## src/verilog/pab_pkg.sv

```systemverilog
// Shared constants and types of the PCI arbiter and configuration port.
package pab_pkg;
  localparam int               NA              = 5;
  localparam int               AGW             = 3;
  localparam int               PCI_CLK_NS      = 10;
  localparam int               GRANT_IDLE_CLKS = 16;
  localparam int               RETRY_HOLD_CLKS = 2;
  localparam int               CS_LINES        = 21;
  localparam int               MAX_CS_DEV      = 20;
  typedef logic [AGW-1:0]      pab_agent_t;
  typedef pab_agent_t [NA-1:0] pab_order_t;
  localparam pab_agent_t       AG_ISA          = 3'h0;
  localparam pab_agent_t       AG_P2P          = 3'h1;
  localparam logic [15:0]      CFG_ADDR_OFS    = 16'h0CF8;
  localparam logic [15:0]      CFG_DATA_OFS    = 16'h0CFC;
  localparam int               CA_EN_BIT       = 31;
  localparam int               CA_BUS_LSB      = 16;
  localparam int               CA_DEV_LSB      = 11;
  localparam int               CA_FN_LSB       = 8;
  localparam int               CA_REG_LSB      = 2;
  localparam int               CA_TYPE_LSB     = 0;
  localparam logic [31:0]      CA_WR_MASK      = 32'h80FF_FFFF;
  localparam logic [31:0]      CA_RESET        = 32'h0000_0000;
  localparam logic [1:0]       CT_TYPE0        = 2'h0;
  localparam logic [1:0]       CT_TYPE1        = 2'h1;
  localparam logic [3:0]       BE_FULL         = 4'hF;
  localparam logic [31:0]      NO_CFG_DATA     = 32'hFFFF_FFFF;
  localparam logic [31:0]      DWORD_STEP      = 32'h0000_0004;
  localparam logic [CS_LINES-1:0] CS_ONE       = 21'h000001;
  typedef enum logic [3:0] {
    ARB_PARK     = 4'h1,
    ARB_GRANT    = 4'h2,
    ARB_BUSY     = 4'h4,
    ARB_ISA_HOLD = 4'h8
  } pab_arb_t;
  typedef enum logic [1:0] {
    CF_IDLE = 2'h1,
    CF_WAIT = 2'h2
  } pab_cfg_t;
  typedef enum logic [2:0] {
    MS_IDLE = 3'h1,
    MS_ADDR = 3'h2,
    MS_DATA = 3'h4
  } pab_mst_t;
endpackage

```

## src/verilog/pab_if.sv

```systemverilog
// Connection between the arbiter end and the bus agent end.
`timescale 1ns/1ns
interface pab_if;
  logic [pab_pkg::NA-1:0] agent_bus_request_n;
  logic [pab_pkg::NA-1:0] agent_bus_grant_n;
  logic                   host_park;
  logic                   frame_n;
  logic                   irdy_n;
  logic                   lock_n;
  logic                   retry;
  logic                   isa_master_busy;
  logic                   io_wr;
  logic                   io_rd;
  logic [15:0]            io_addr;
  logic [3:0]             io_be;
  logic [31:0]            io_wdata;
  logic                   io_ack;
  logic [31:0]            io_rdata;
  logic                   cfg_req;
  logic                   cfg_type1;
  logic                   cfg_write;
  logic [31:0]            cfg_addr;
  logic [pab_pkg::CS_LINES-1:0] config_chip_select;
  logic [3:0]             cfg_be;
  logic [31:0]            cfg_wdata;
  logic                   cfg_ack;
  logic [31:0]            cfg_rdata;
  modport arbiter (
    input  agent_bus_request_n, frame_n, irdy_n, lock_n, retry,
    input  isa_master_busy, io_wr, io_rd, io_addr, io_be, io_wdata,
    input  cfg_ack, cfg_rdata,
    output agent_bus_grant_n, host_park, io_ack, io_rdata, cfg_req,
    output cfg_type1, cfg_write, cfg_addr, config_chip_select, cfg_be,
    output cfg_wdata
  );
  modport agents (
    output agent_bus_request_n, frame_n, irdy_n, lock_n, retry,
    output isa_master_busy, io_wr, io_rd, io_addr, io_be, io_wdata,
    output cfg_ack, cfg_rdata,
    input  agent_bus_grant_n, host_park, io_ack, io_rdata, cfg_req,
    input  cfg_type1, cfg_write, cfg_addr, config_chip_select, cfg_be,
    input  cfg_wdata
  );
endinterface

```

## src/verilog/pab_arbiter.sv

```systemverilog
// Bus arbiter and configuration address/data port of the system controller.
// Function
// - Agent needing the bus asserts its request.
// - Arbiter grants requester; it then starts transaction.
// - Current owner may restart without new request while locked.
// - Competing requesters ordered least recently used.
// - Idle bus parks on host bridge.
// - Revoke on release or 16 idle clocks.
// - Idle ISA bridge holds until ISA master leaves.
// - Retried master drops request three clocks.
// - Mask request of a just retried agent.
// - Locking master keeps top priority.
// - No ISA bridge grant while bus locked.
// - Masters keep lock periods short.
// - Address cycle then data cycles, one clock each.
// - Address cycle carries cycle type; agents decode.
// - Memory bursts advance address four bytes.
// - Two 32-bit registers: address and data.
// - Address register full width; data any width.
// - Address register holds enable, bus, device, function, index.
// - Low bits select type 0 or 1.
// - Type 0 device number 0 to 20 drives one select line.
// - Type 1 request forwarded to secondary bus.
`timescale 1ns/1ns
module pab_arbiter (
  input  wire logic                   clk_sys_i,
  input  wire logic                   reset_i,
  input  wire logic                   ce_i,
  pab_if.arbiter                      bus,
  output logic [pab_pkg::AGW-1:0]     owner_o,
  output logic                        busy_o,
  output logic                        locked_o,
  output logic                        cfg_enable_o
);
  import pab_pkg::*;

  localparam logic [4:0] CNT_LAST = 5'(GRANT_IDLE_CLKS - 1);
  localparam logic [1:0] HOLD_CNT = 2'(RETRY_HOLD_CLKS);

  pab_arb_t     st_q;
  pab_cfg_t     cf_q;
  pab_order_t   order_q;
  pab_agent_t   win;
  logic         win_found;
  logic         rel;
  logic         timeout;
  logic         own_req;
  logic         lock_q;
  logic [4:0]   cnt_q;
  logic [NA-1:0] mask_q;
  logic [NA-1:0] elig;
  logic [31:0]  ca_q;
  logic [CS_LINES-1:0] cs_vec;
  logic [4:0]   dev;

  function automatic pab_order_t to_bottom(pab_order_t o, pab_agent_t a);
    pab_order_t r;
    int         k;
    r = o;
    k = 0;
    for (int p = 0; p < NA; p++) begin
      if (o[p] != a) begin
        r[k] = o[p];
        k = k + 1;
      end
    end
    r[NA-1] = a;
    return r;
  endfunction

  // Requests that may compete this cycle.
  always_comb begin
    elig = ~bus.agent_bus_request_n & ~mask_q;
    if (lock_q) begin
      elig[AG_ISA] = 1'b0;
    end
  end

  // First eligible agent in the priority list wins.
  always_comb begin
    win_found = 1'b0;
    win = '0;
    for (int p = 0; p < NA; p++) begin
      if (!win_found && elig[order_q[p]]) begin
        win_found = 1'b1;
        win = order_q[p];
      end
    end
  end

  // Decides when the current owner loses the bus.
  always_comb begin
    own_req = ~bus.agent_bus_request_n[owner_o];
    timeout = (cnt_q == CNT_LAST) && !lock_q;
    case (st_q)
      ARB_GRANT: begin
        rel = bus.frame_n && ((!own_req && !lock_q)
          || (timeout && !(owner_o == AG_ISA && bus.isa_master_busy)));
      end
      ARB_BUSY: begin
        rel = bus.retry || (bus.frame_n && bus.irdy_n && !lock_q);
      end
      ARB_ISA_HOLD: begin
        rel = !bus.isa_master_busy;
      end
      default: begin
        rel = 1'b0;
      end
    endcase
  end

  // Grant state machine.
  always_ff @(posedge clk_sys_i) begin
    if (reset_i) begin
      st_q                  <= ARB_PARK;
      bus.agent_bus_grant_n <= '1;
      bus.host_park         <= 1'b1;
      owner_o               <= '0;
      busy_o                <= 1'b0;
      cnt_q                 <= '0;
    end else if (ce_i) begin
      case (st_q)
        ARB_PARK: begin
          if (win_found) begin
            bus.agent_bus_grant_n <= ~(NA'(1) << win);
            bus.host_park         <= 1'b0;
            owner_o               <= win;
            cnt_q                 <= '0;
            st_q                  <= ARB_GRANT;
          end
        end
        ARB_GRANT: begin
          if (!bus.frame_n) begin
            busy_o <= 1'b1;
            st_q   <= ARB_BUSY;
          end else if (rel) begin
            bus.agent_bus_grant_n <= '1;
            bus.host_park         <= 1'b1;
            st_q                  <= ARB_PARK;
          end else if (timeout) begin
            st_q <= ARB_ISA_HOLD;
          end else if (!lock_q) begin
            cnt_q <= cnt_q + 5'h01;
          end
        end
        ARB_BUSY: begin
          if (rel) begin
            bus.agent_bus_grant_n <= '1;
            bus.host_park         <= 1'b1;
            busy_o                <= 1'b0;
            st_q                  <= ARB_PARK;
          end else if (bus.frame_n && bus.irdy_n) begin
            busy_o <= 1'b0;
            cnt_q  <= '0;
            st_q   <= ARB_GRANT;
          end
        end
        ARB_ISA_HOLD: begin
          if (rel) begin
            bus.agent_bus_grant_n <= '1;
            bus.host_park         <= 1'b1;
            st_q                  <= ARB_PARK;
          end
        end
        default: begin
          st_q <= ARB_PARK;
        end
      endcase
    end
  end

  // Least recently used order; a released owner drops to the bottom.
  always_ff @(posedge clk_sys_i) begin
    if (reset_i) begin
      for (int p = 0; p < NA; p++) begin
        order_q[p] <= AGW'(p);
      end
    end else if (ce_i && rel) begin
      order_q <= to_bottom(order_q, owner_o);
    end
  end

  // Lock is sampled as a level.
  always_ff @(posedge clk_sys_i) begin
    if (reset_i) begin
      lock_q   <= 1'b0;
      locked_o <= 1'b0;
    end else if (ce_i) begin
      lock_q   <= !bus.lock_n && !bus.host_park;
      locked_o <= !bus.lock_n && !bus.host_park;
    end
  end

  // Per agent retry mask with idle counter.
  genvar gi;
  generate
    for (gi = 0; gi < NA; gi++) begin : g_mask
      logic [1:0] idle_q;
      always_ff @(posedge clk_sys_i) begin
        if (reset_i) begin
          idle_q     <= '0;
          mask_q[gi] <= 1'b0;
        end else if (ce_i) begin
          if (!bus.agent_bus_request_n[gi]) begin
            idle_q <= '0;
          end else if (idle_q != HOLD_CNT) begin
            idle_q <= idle_q + 2'h1;
          end
          if (st_q == ARB_BUSY && bus.retry && owner_o == AGW'(gi)) begin
            mask_q[gi] <= 1'b1;
          end else if (idle_q == HOLD_CNT) begin
            mask_q[gi] <= 1'b0;
          end
        end
      end
    end
  endgenerate

  // Type 0 select line from the device number.
  always_comb begin
    dev = ca_q[CA_DEV_LSB +: 5];
    if (dev <= 5'(MAX_CS_DEV)) begin
      cs_vec = CS_ONE << dev;
    end else begin
      cs_vec = '0;
    end
  end

  // Configuration address and data ports.
  always_ff @(posedge clk_sys_i) begin
    if (reset_i) begin
      cf_q                   <= CF_IDLE;
      ca_q                   <= CA_RESET;
      cfg_enable_o           <= 1'b0;
      bus.io_ack             <= 1'b0;
      bus.io_rdata           <= '0;
      bus.cfg_req            <= 1'b0;
      bus.cfg_type1          <= 1'b0;
      bus.cfg_write          <= 1'b0;
      bus.cfg_addr           <= '0;
      bus.config_chip_select <= '0;
      bus.cfg_be             <= '0;
      bus.cfg_wdata          <= '0;
    end else if (ce_i) begin
      bus.io_ack   <= 1'b0;
      cfg_enable_o <= ca_q[CA_EN_BIT];
      case (cf_q)
        CF_IDLE: begin
          if (bus.io_wr || bus.io_rd) begin
            if (bus.io_addr == CFG_ADDR_OFS) begin
              bus.io_ack   <= 1'b1;
              bus.io_rdata <= (bus.io_be == BE_FULL) ? ca_q : '0;
              if (bus.io_wr && bus.io_be == BE_FULL) begin
                ca_q <= bus.io_wdata & CA_WR_MASK;
              end
            end else if (bus.io_addr == CFG_DATA_OFS
                && ca_q[CA_EN_BIT]) begin
              bus.cfg_req   <= 1'b1;
              bus.cfg_write <= bus.io_wr;
              bus.cfg_be    <= bus.io_be;
              bus.cfg_wdata <= bus.io_wdata;
              if (ca_q[CA_TYPE_LSB +: 2] == CT_TYPE1) begin
                bus.cfg_type1 <= 1'b1;
                bus.config_chip_select <= '0;
                bus.cfg_addr  <= {8'h00, ca_q[23:2], CT_TYPE1};
              end else begin
                bus.cfg_type1 <= 1'b0;
                bus.config_chip_select <= cs_vec;
                bus.cfg_addr  <= {cs_vec, ca_q[10:2], CT_TYPE0};
              end
              cf_q <= CF_WAIT;
            end else begin
              bus.io_ack   <= 1'b1;
              bus.io_rdata <= (bus.io_addr == CFG_DATA_OFS) ? NO_CFG_DATA
                                                           : '0;
            end
          end
        end
        CF_WAIT: begin
          if (bus.cfg_ack) begin
            bus.cfg_req  <= 1'b0;
            bus.io_ack   <= 1'b1;
            bus.io_rdata <= bus.cfg_rdata;
            cf_q         <= CF_IDLE;
          end
        end
        default: begin
          cf_q <= CF_IDLE;
        end
      endcase
    end
  end
endmodule

```

## src/flat_wrapper.sv

```systemverilog
// flat-port wrapper written by rule: the top's interface ports become plain ports
module pab_arbiter_flat import pab_pkg::*;
  (clk_sys_i, reset_i, ce_i, owner_o, busy_o, locked_o, cfg_enable_o, bus_agent_bus_request_n, bus_frame_n, bus_irdy_n, bus_lock_n, bus_retry, bus_isa_master_busy, bus_io_wr, bus_io_rd, bus_io_addr, bus_io_be, bus_io_wdata, bus_cfg_ack, bus_cfg_rdata, bus_agent_bus_grant_n, bus_host_park, bus_io_ack, bus_io_rdata, bus_cfg_req, bus_cfg_type1, bus_cfg_write, bus_cfg_addr, bus_config_chip_select, bus_cfg_be, bus_cfg_wdata);
  pab_if bus_i ();
  input  wire logic clk_sys_i;
  input  wire logic reset_i;
  input  wire logic ce_i;
  output logic [pab_pkg::AGW-1:0] owner_o;
  output logic busy_o;
  output logic locked_o;
  output logic cfg_enable_o;
  input wire logic [$bits(bus_i.agent_bus_request_n)-1:0] bus_agent_bus_request_n;
  input wire logic [$bits(bus_i.frame_n)-1:0] bus_frame_n;
  input wire logic [$bits(bus_i.irdy_n)-1:0] bus_irdy_n;
  input wire logic [$bits(bus_i.lock_n)-1:0] bus_lock_n;
  input wire logic [$bits(bus_i.retry)-1:0] bus_retry;
  input wire logic [$bits(bus_i.isa_master_busy)-1:0] bus_isa_master_busy;
  input wire logic [$bits(bus_i.io_wr)-1:0] bus_io_wr;
  input wire logic [$bits(bus_i.io_rd)-1:0] bus_io_rd;
  input wire logic [$bits(bus_i.io_addr)-1:0] bus_io_addr;
  input wire logic [$bits(bus_i.io_be)-1:0] bus_io_be;
  input wire logic [$bits(bus_i.io_wdata)-1:0] bus_io_wdata;
  input wire logic [$bits(bus_i.cfg_ack)-1:0] bus_cfg_ack;
  input wire logic [$bits(bus_i.cfg_rdata)-1:0] bus_cfg_rdata;
  output wire logic [$bits(bus_i.agent_bus_grant_n)-1:0] bus_agent_bus_grant_n;
  output wire logic [$bits(bus_i.host_park)-1:0] bus_host_park;
  output wire logic [$bits(bus_i.io_ack)-1:0] bus_io_ack;
  output wire logic [$bits(bus_i.io_rdata)-1:0] bus_io_rdata;
  output wire logic [$bits(bus_i.cfg_req)-1:0] bus_cfg_req;
  output wire logic [$bits(bus_i.cfg_type1)-1:0] bus_cfg_type1;
  output wire logic [$bits(bus_i.cfg_write)-1:0] bus_cfg_write;
  output wire logic [$bits(bus_i.cfg_addr)-1:0] bus_cfg_addr;
  output wire logic [$bits(bus_i.config_chip_select)-1:0] bus_config_chip_select;
  output wire logic [$bits(bus_i.cfg_be)-1:0] bus_cfg_be;
  output wire logic [$bits(bus_i.cfg_wdata)-1:0] bus_cfg_wdata;
  assign bus_i.agent_bus_request_n = bus_agent_bus_request_n;
  assign bus_i.frame_n = bus_frame_n;
  assign bus_i.irdy_n = bus_irdy_n;
  assign bus_i.lock_n = bus_lock_n;
  assign bus_i.retry = bus_retry;
  assign bus_i.isa_master_busy = bus_isa_master_busy;
  assign bus_i.io_wr = bus_io_wr;
  assign bus_i.io_rd = bus_io_rd;
  assign bus_i.io_addr = bus_io_addr;
  assign bus_i.io_be = bus_io_be;
  assign bus_i.io_wdata = bus_io_wdata;
  assign bus_i.cfg_ack = bus_cfg_ack;
  assign bus_i.cfg_rdata = bus_cfg_rdata;
  assign bus_agent_bus_grant_n = bus_i.agent_bus_grant_n;
  assign bus_host_park = bus_i.host_park;
  assign bus_io_ack = bus_i.io_ack;
  assign bus_io_rdata = bus_i.io_rdata;
  assign bus_cfg_req = bus_i.cfg_req;
  assign bus_cfg_type1 = bus_i.cfg_type1;
  assign bus_cfg_write = bus_i.cfg_write;
  assign bus_cfg_addr = bus_i.cfg_addr;
  assign bus_config_chip_select = bus_i.config_chip_select;
  assign bus_cfg_be = bus_i.cfg_be;
  assign bus_cfg_wdata = bus_i.cfg_wdata;
  pab_arbiter u_core (.clk_sys_i(clk_sys_i), .reset_i(reset_i), .ce_i(ce_i), .bus(bus_i), .owner_o(owner_o), .busy_o(busy_o), .locked_o(locked_o), .cfg_enable_o(cfg_enable_o));
endmodule
```

## config.mk

```make
export PLATFORM = sky130hd
export DESIGN_NAME = pab_arbiter_flat
export DESIGN_NICKNAME = d
export VERILOG_FILES = /design/src/verilog/pab_pkg.sv /design/src/verilog/pab_if.sv /design/src/verilog/pab_arbiter.sv /design/src/flat_wrapper.sv
export SDC_FILE = /design/constraint.sdc
export NUM_CORES = 1
export LEC_CHECK = 0
export BUFFER_PORTS_ARGS = -buffer_cell sky130_fd_sc_hd__buf_2
export CORE_UTILIZATION = 50
export DETAILED_ROUTE_END_ITERATION = 10
export GPL_TIMING_DRIVEN = 0
export PLACE_DENSITY_LB_ADDON = 0.25
export SLEW_MARGIN = 20
export SYNTH_ARGS = -nofsm -noshare
export SYNTH_HDL_FRONTEND = slang
export SYNTH_SLANG_ARGS = --single-unit
```

## constraint.sdc

```tcl
create_clock -name clk_sys_i -period 6.4 [get_ports clk_sys_i]
set_input_delay 0.64 -clock clk_sys_i [delete_from_list [all_inputs] [get_ports clk_sys_i]]
set_output_delay 0.64 -clock clk_sys_i [all_outputs]
set_load 0.1 [all_outputs]
```

==> impl_metrics.env <==
export IMPL_synthFlopType="dfxtp_1"
export IMPL_synth_edf_count=0
export IMPL_slowest_stage="or4_1"
export IMPL_cp_max_fo=10
export IMPL_multi_input_area_um2=4810
export IMPL_cpMostUsedCell="ha_1"
export IMPL_grt_first_pass_wirelength_um=48200
export IMPL_fill_cells=1664
export IMPL_ant_nets=0
export IMPL_track_usage_pct=33.3
export IMPL_worst_hold_path_endpoint="u_core.bus.cfg_wdata[25]"
export IMPL_die_w_um=138
export IMPL_nNetsFinal=1566
export IMPL_wl_per_cell_um=18.6
export IMPL_holdCritStartpoint="bus_io_wdata[25]"
export IMPL_crit_buf_inv=2
export IMPL_critical_path_top_delay_family="simple AND/OR/NAND/NOR gates"
export IMPL_rsz0062_at_grt="false"
export IMPL_period_needed_ns=4.34
export IMPL_routed_wirelength_um=31500
export IMPL_slew_limit_headroom_pct=31.9
export IMPL_clk_latency_ns=0.44
export IMPL_worst_pin_slew_ns=1.01
export IMPL_root_buffer="clkbuf_16"
export IMPL_die_area_um2=18900
export IMPL_ys_ff_latch=193
export IMPL_core_um2=18000
export IMPL_place_area_um2=10700
export IMPL_vias=9984
export IMPL_cts_max_level=4
export IMPL_min_path_type="primary input to register"
export IMPL_finalCritPeriodShare_pct=67.8
export IMPL_start_util_pct=51.1
export IMPL_max_freq_ghz=0.230
export IMPL_grt_max_degree=19
export IMPL_grt_pass1_vias=9147
export IMPL_drive_gt1_share_pct=21.0
export IMPL_synth_cell_types=76
export IMPL_reg2reg_depth=13
export IMPL_clk_path_buf_depth=2
export IMPL_crit_arrival_ns=4.65
export IMPL_cts_buffers=17
export IMPL_cts_tree="done"
export IMPL_status="completed"
export IMPL_route_met3_wl_um=2660
export IMPL_finalHoldViolCount=0
export IMPL_syn_avg_cell_area_um2=7.66
export IMPL_critical_path_max_stage_delay_ns=0.58
export IMPL_start_kind="register"
export IMPL_skew_ns=0.0119
export IMPL_rows=49
export IMPL_viasPerCell=5.88
export IMPL_clk_pin_slew_ns=0.07
export IMPL_drcViolationCount=0
export IMPL_syn_inst=1200
export IMPL_crit_type="register to register"
export IMPL_routabilityCongestion=0.943
export IMPL_wl_met2_um=14800
export IMPL_cp_cell_sequence="buf_1 -> xor2_1 -> nor3_1 -> inv_1 -> ha_1 -> or4_1 -> and2_1 -> ha_1 -> xnor2_1 -> a31oi_1 -> or2_2 -> a311oi_1 -> o21ai_0"
export IMPL_worstPathRequired_ns=6.71
export IMPL_grt_ovfl_total=0
export IMPL_finalSetupViolCount=0
export IMPL_die_h_um=138
export IMPL_ys_seq_area_share_pct=42.1
export IMPL_cts_resized=0
export IMPL_synth_async_reset_ratio_pct=0
export IMPL_drt_iter0_drc=801
export IMPL_antenna_found_initial=6
export IMPL_area_growth_pct=22.4
export IMPL_vdd_drop_max_uv=201
export IMPL_rrSetupSlack_ns=2.06
export IMPL_netlist_area_um2=9190
export IMPL_topRoutingLayerUsed="met5"
export IMPL_drv_cap=0
export IMPL_whs_path_depth=3
export IMPL_holdBufCountCts=0
export IMPL_regArea_um2=3860
export IMPL_dp_hpwl_um=23800
export IMPL_setup_tns_ns=0
export IMPL_io_pins=237
export IMPL_yosys_warnings=0
export IMPL_firstDrtPassIters=7
export IMPL_r2r_start="u_core.owner_o[2]"
export IMPL_m1WireLength_um=12700
export IMPL_syn_nets=1313
export IMPL_powerDensity_nw_per_um2=252
export IMPL_cts_sinks=193
export IMPL_design_area_um2=11200
export IMPL_leakage_uw=0.00454
export IMPL_port_buffer_count=234
export IMPL_finalMaxSlewViolations=0
export IMPL_reg2reg_to="u_core.order_q[9]"
export IMPL_postCtsSetupBuffers=0
export IMPL_endpoint_kind="register"
## state kept, by name (all words and copies together), names as in the netlist
name / flops
u_core.bus.agent_bus_grant_n: 5
u_core.bus.cfg_addr: 24
u_core.bus.cfg_be: 4
u_core.bus.cfg_req: 1
u_core.bus.cfg_wdata: 32
u_core.bus.cfg_write: 1
u_core.bus.config_chip_select: 20
u_core.bus.host_park: 1
u_core.bus.io_ack: 1
u_core.bus.io_rdata: 32
u_core.busy_o: 1
u_core.ca_q: 25
u_core.cf_q: 2
u_core.cfg_enable_o: 1
u_core.cnt_q: 5
u_core.g_mask.idle_q: 10
u_core.locked_o: 1
u_core.mask_q: 5
u_core.order_q: 15
u_core.owner_o: 3
u_core.st_q: 4
## power by group
group | switching, uW | internal [uW] | leakage, uW
clock network | 509 | 563 | 0.000286
registers | 16.9 | 1230 | 0.00156
logic | 380 | 136 | 0.00269
total | 905 | 1930 | 0.00454
## through the flow
stage	util [%]	hold WS (ns)	setup WS, ns	std cells	total power (uW)
6_report	62.6	0.439	2.06	1697	2830
5_1_grt	62.6	0.445	1.85	1697	2920
4_1_cts	62.6	0.429	2.15	1695	2830
3_5_place_dp	59.3	0.443	2.19	1663	1780
3_3_place_gp	59.3	0.436	2.32	1663	1770
2_1_floorplan	-	0.432	2.28	1200	1640
## metal layers
| metal | GRT usage (%) | vias up |
|---|---|---|
| met3 | 7.17 | 89 |
| met2 | 55.0 | 537 |
| li1 | - | 4706 |
| met1 | 41.7 | 4648 |
| met4 | 14.5 | 4 |
| met5 | 0 | - |
## cell usage in the layout (no fill, tap or decap), types with 5 or more instances in the layout
cell type,instances
a211oi_1,31
a21oi_1,138
a31oi_1,34
a32oi_1,7
and3_1,11
buf_2,239
buf_4,11
clkbuf_1,83
clkbuf_16,17
dfxtp_1,193
ha_1,12
inv_1,24
mux2i_1,11
nand2_1,251
nand2b_1,9
nand3_1,44
nand4_1,7
nor2_1,90
nor2b_1,7
nor3_1,46
nor3b_1,7
nor4_1,7
o21a_1,5
o21ai_0,44
or2_2,8
or3_1,11
or4_1,5
xnor2_1,10
xor2_1,9
## synth_stat cells (all sizes together) (7+ instances only)
master | count | area share [%]
nand3 | 44 | 2.4
ha | 12 | 1.6
clkbuf | 82 | 3.4
buf | 18 | 1.3
nand2b | 9 | 0.61
and3 | 11 | 0.75
dfxtp | 193 | 42
a32oi | 7 | 0.67
nor2b | 7 | 0.48
inv | 24 | 0.98
nor3 | 46 | 2.5
a21oi | 139 | 7.6
o21ai | 46 | 2.5
nor2 | 90 | 3.7
nor3b | 8 | 0.65
nand2 | 252 | 10
mux2i | 11 | 1.2
a31oi | 34 | 2.3
a211oi | 32 | 2.7
nand4 | 7 | 0.48
nor4 | 7 | 0.48
or3 | 12 | 0.87
xor2 | 9 | 0.86
xnor2 | 10 | 0.95
or2 | 9 | 0.61
## area by class of cell
cell class / instances / share of cell area, %
Multi-Input combinational cell: 882 / 42.8
Antenna cell: 2 / 0.0445
Clock inverter: 13 / 1.31
Timing Repair Buffer: 234 / 10.4
Tap cell: 229 / 2.55
Inverter: 25 / 0.834
Clock buffer: 19 / 3.94
Sequential cell: 193 / 34.4
Buffer: 100 / 3.76
## worst reg2reg max path, delay by kind of cell, from the launching register on
kind / cells / cell delay [ns]
buffers and inverters: 2 / 0.70
AO/OA/AOI/OAI: 3 / 0.63
XOR/XNOR: 2 / 0.42
flip-flops: 1 / 0.49
adder cells (fa/ha/maj): 2 / 0.45
AND/OR/NAND/NOR: 4 / 1.53
## logic make-up (layout without fill, tap and decap cells)
logic type	Yosys count	in the layout	synth area share, %
mux	13	13	1.69
simple gates	531	531	26.7
compound gates	305	305	20.2
buf+inv	125	391	5.62
flops	193	193	42.1
xor+xnor	19	19	1.81
fa+ha+maj	13	13	1.85
other cells	1	3	0.0408
## worst max-delay path by stage
| stage | startpoint | endpoint | slack (ns) | cells past startpoint |
|---|---|---|---|---|
| floorplan | u_core.owner_o[2] | u_core.order_q[10] | 2.28 | 13 |
| global placement | u_core.owner_o[2] | u_core.order_q[10] | 2.32 | 13 |
| detailed placement | u_core.owner_o[2] | u_core.order_q[9] | 2.19 | 13 |
| CTS | u_core.owner_o[2] | u_core.order_q[9] | 2.15 | 13 |
| global route | u_core.owner_o[2] | u_core.order_q[10] | 1.85 | 13 |
| finish | u_core.owner_o[2] | u_core.order_q[9] | 2.06 | 13 |
(Power assumes the default switching activity.)
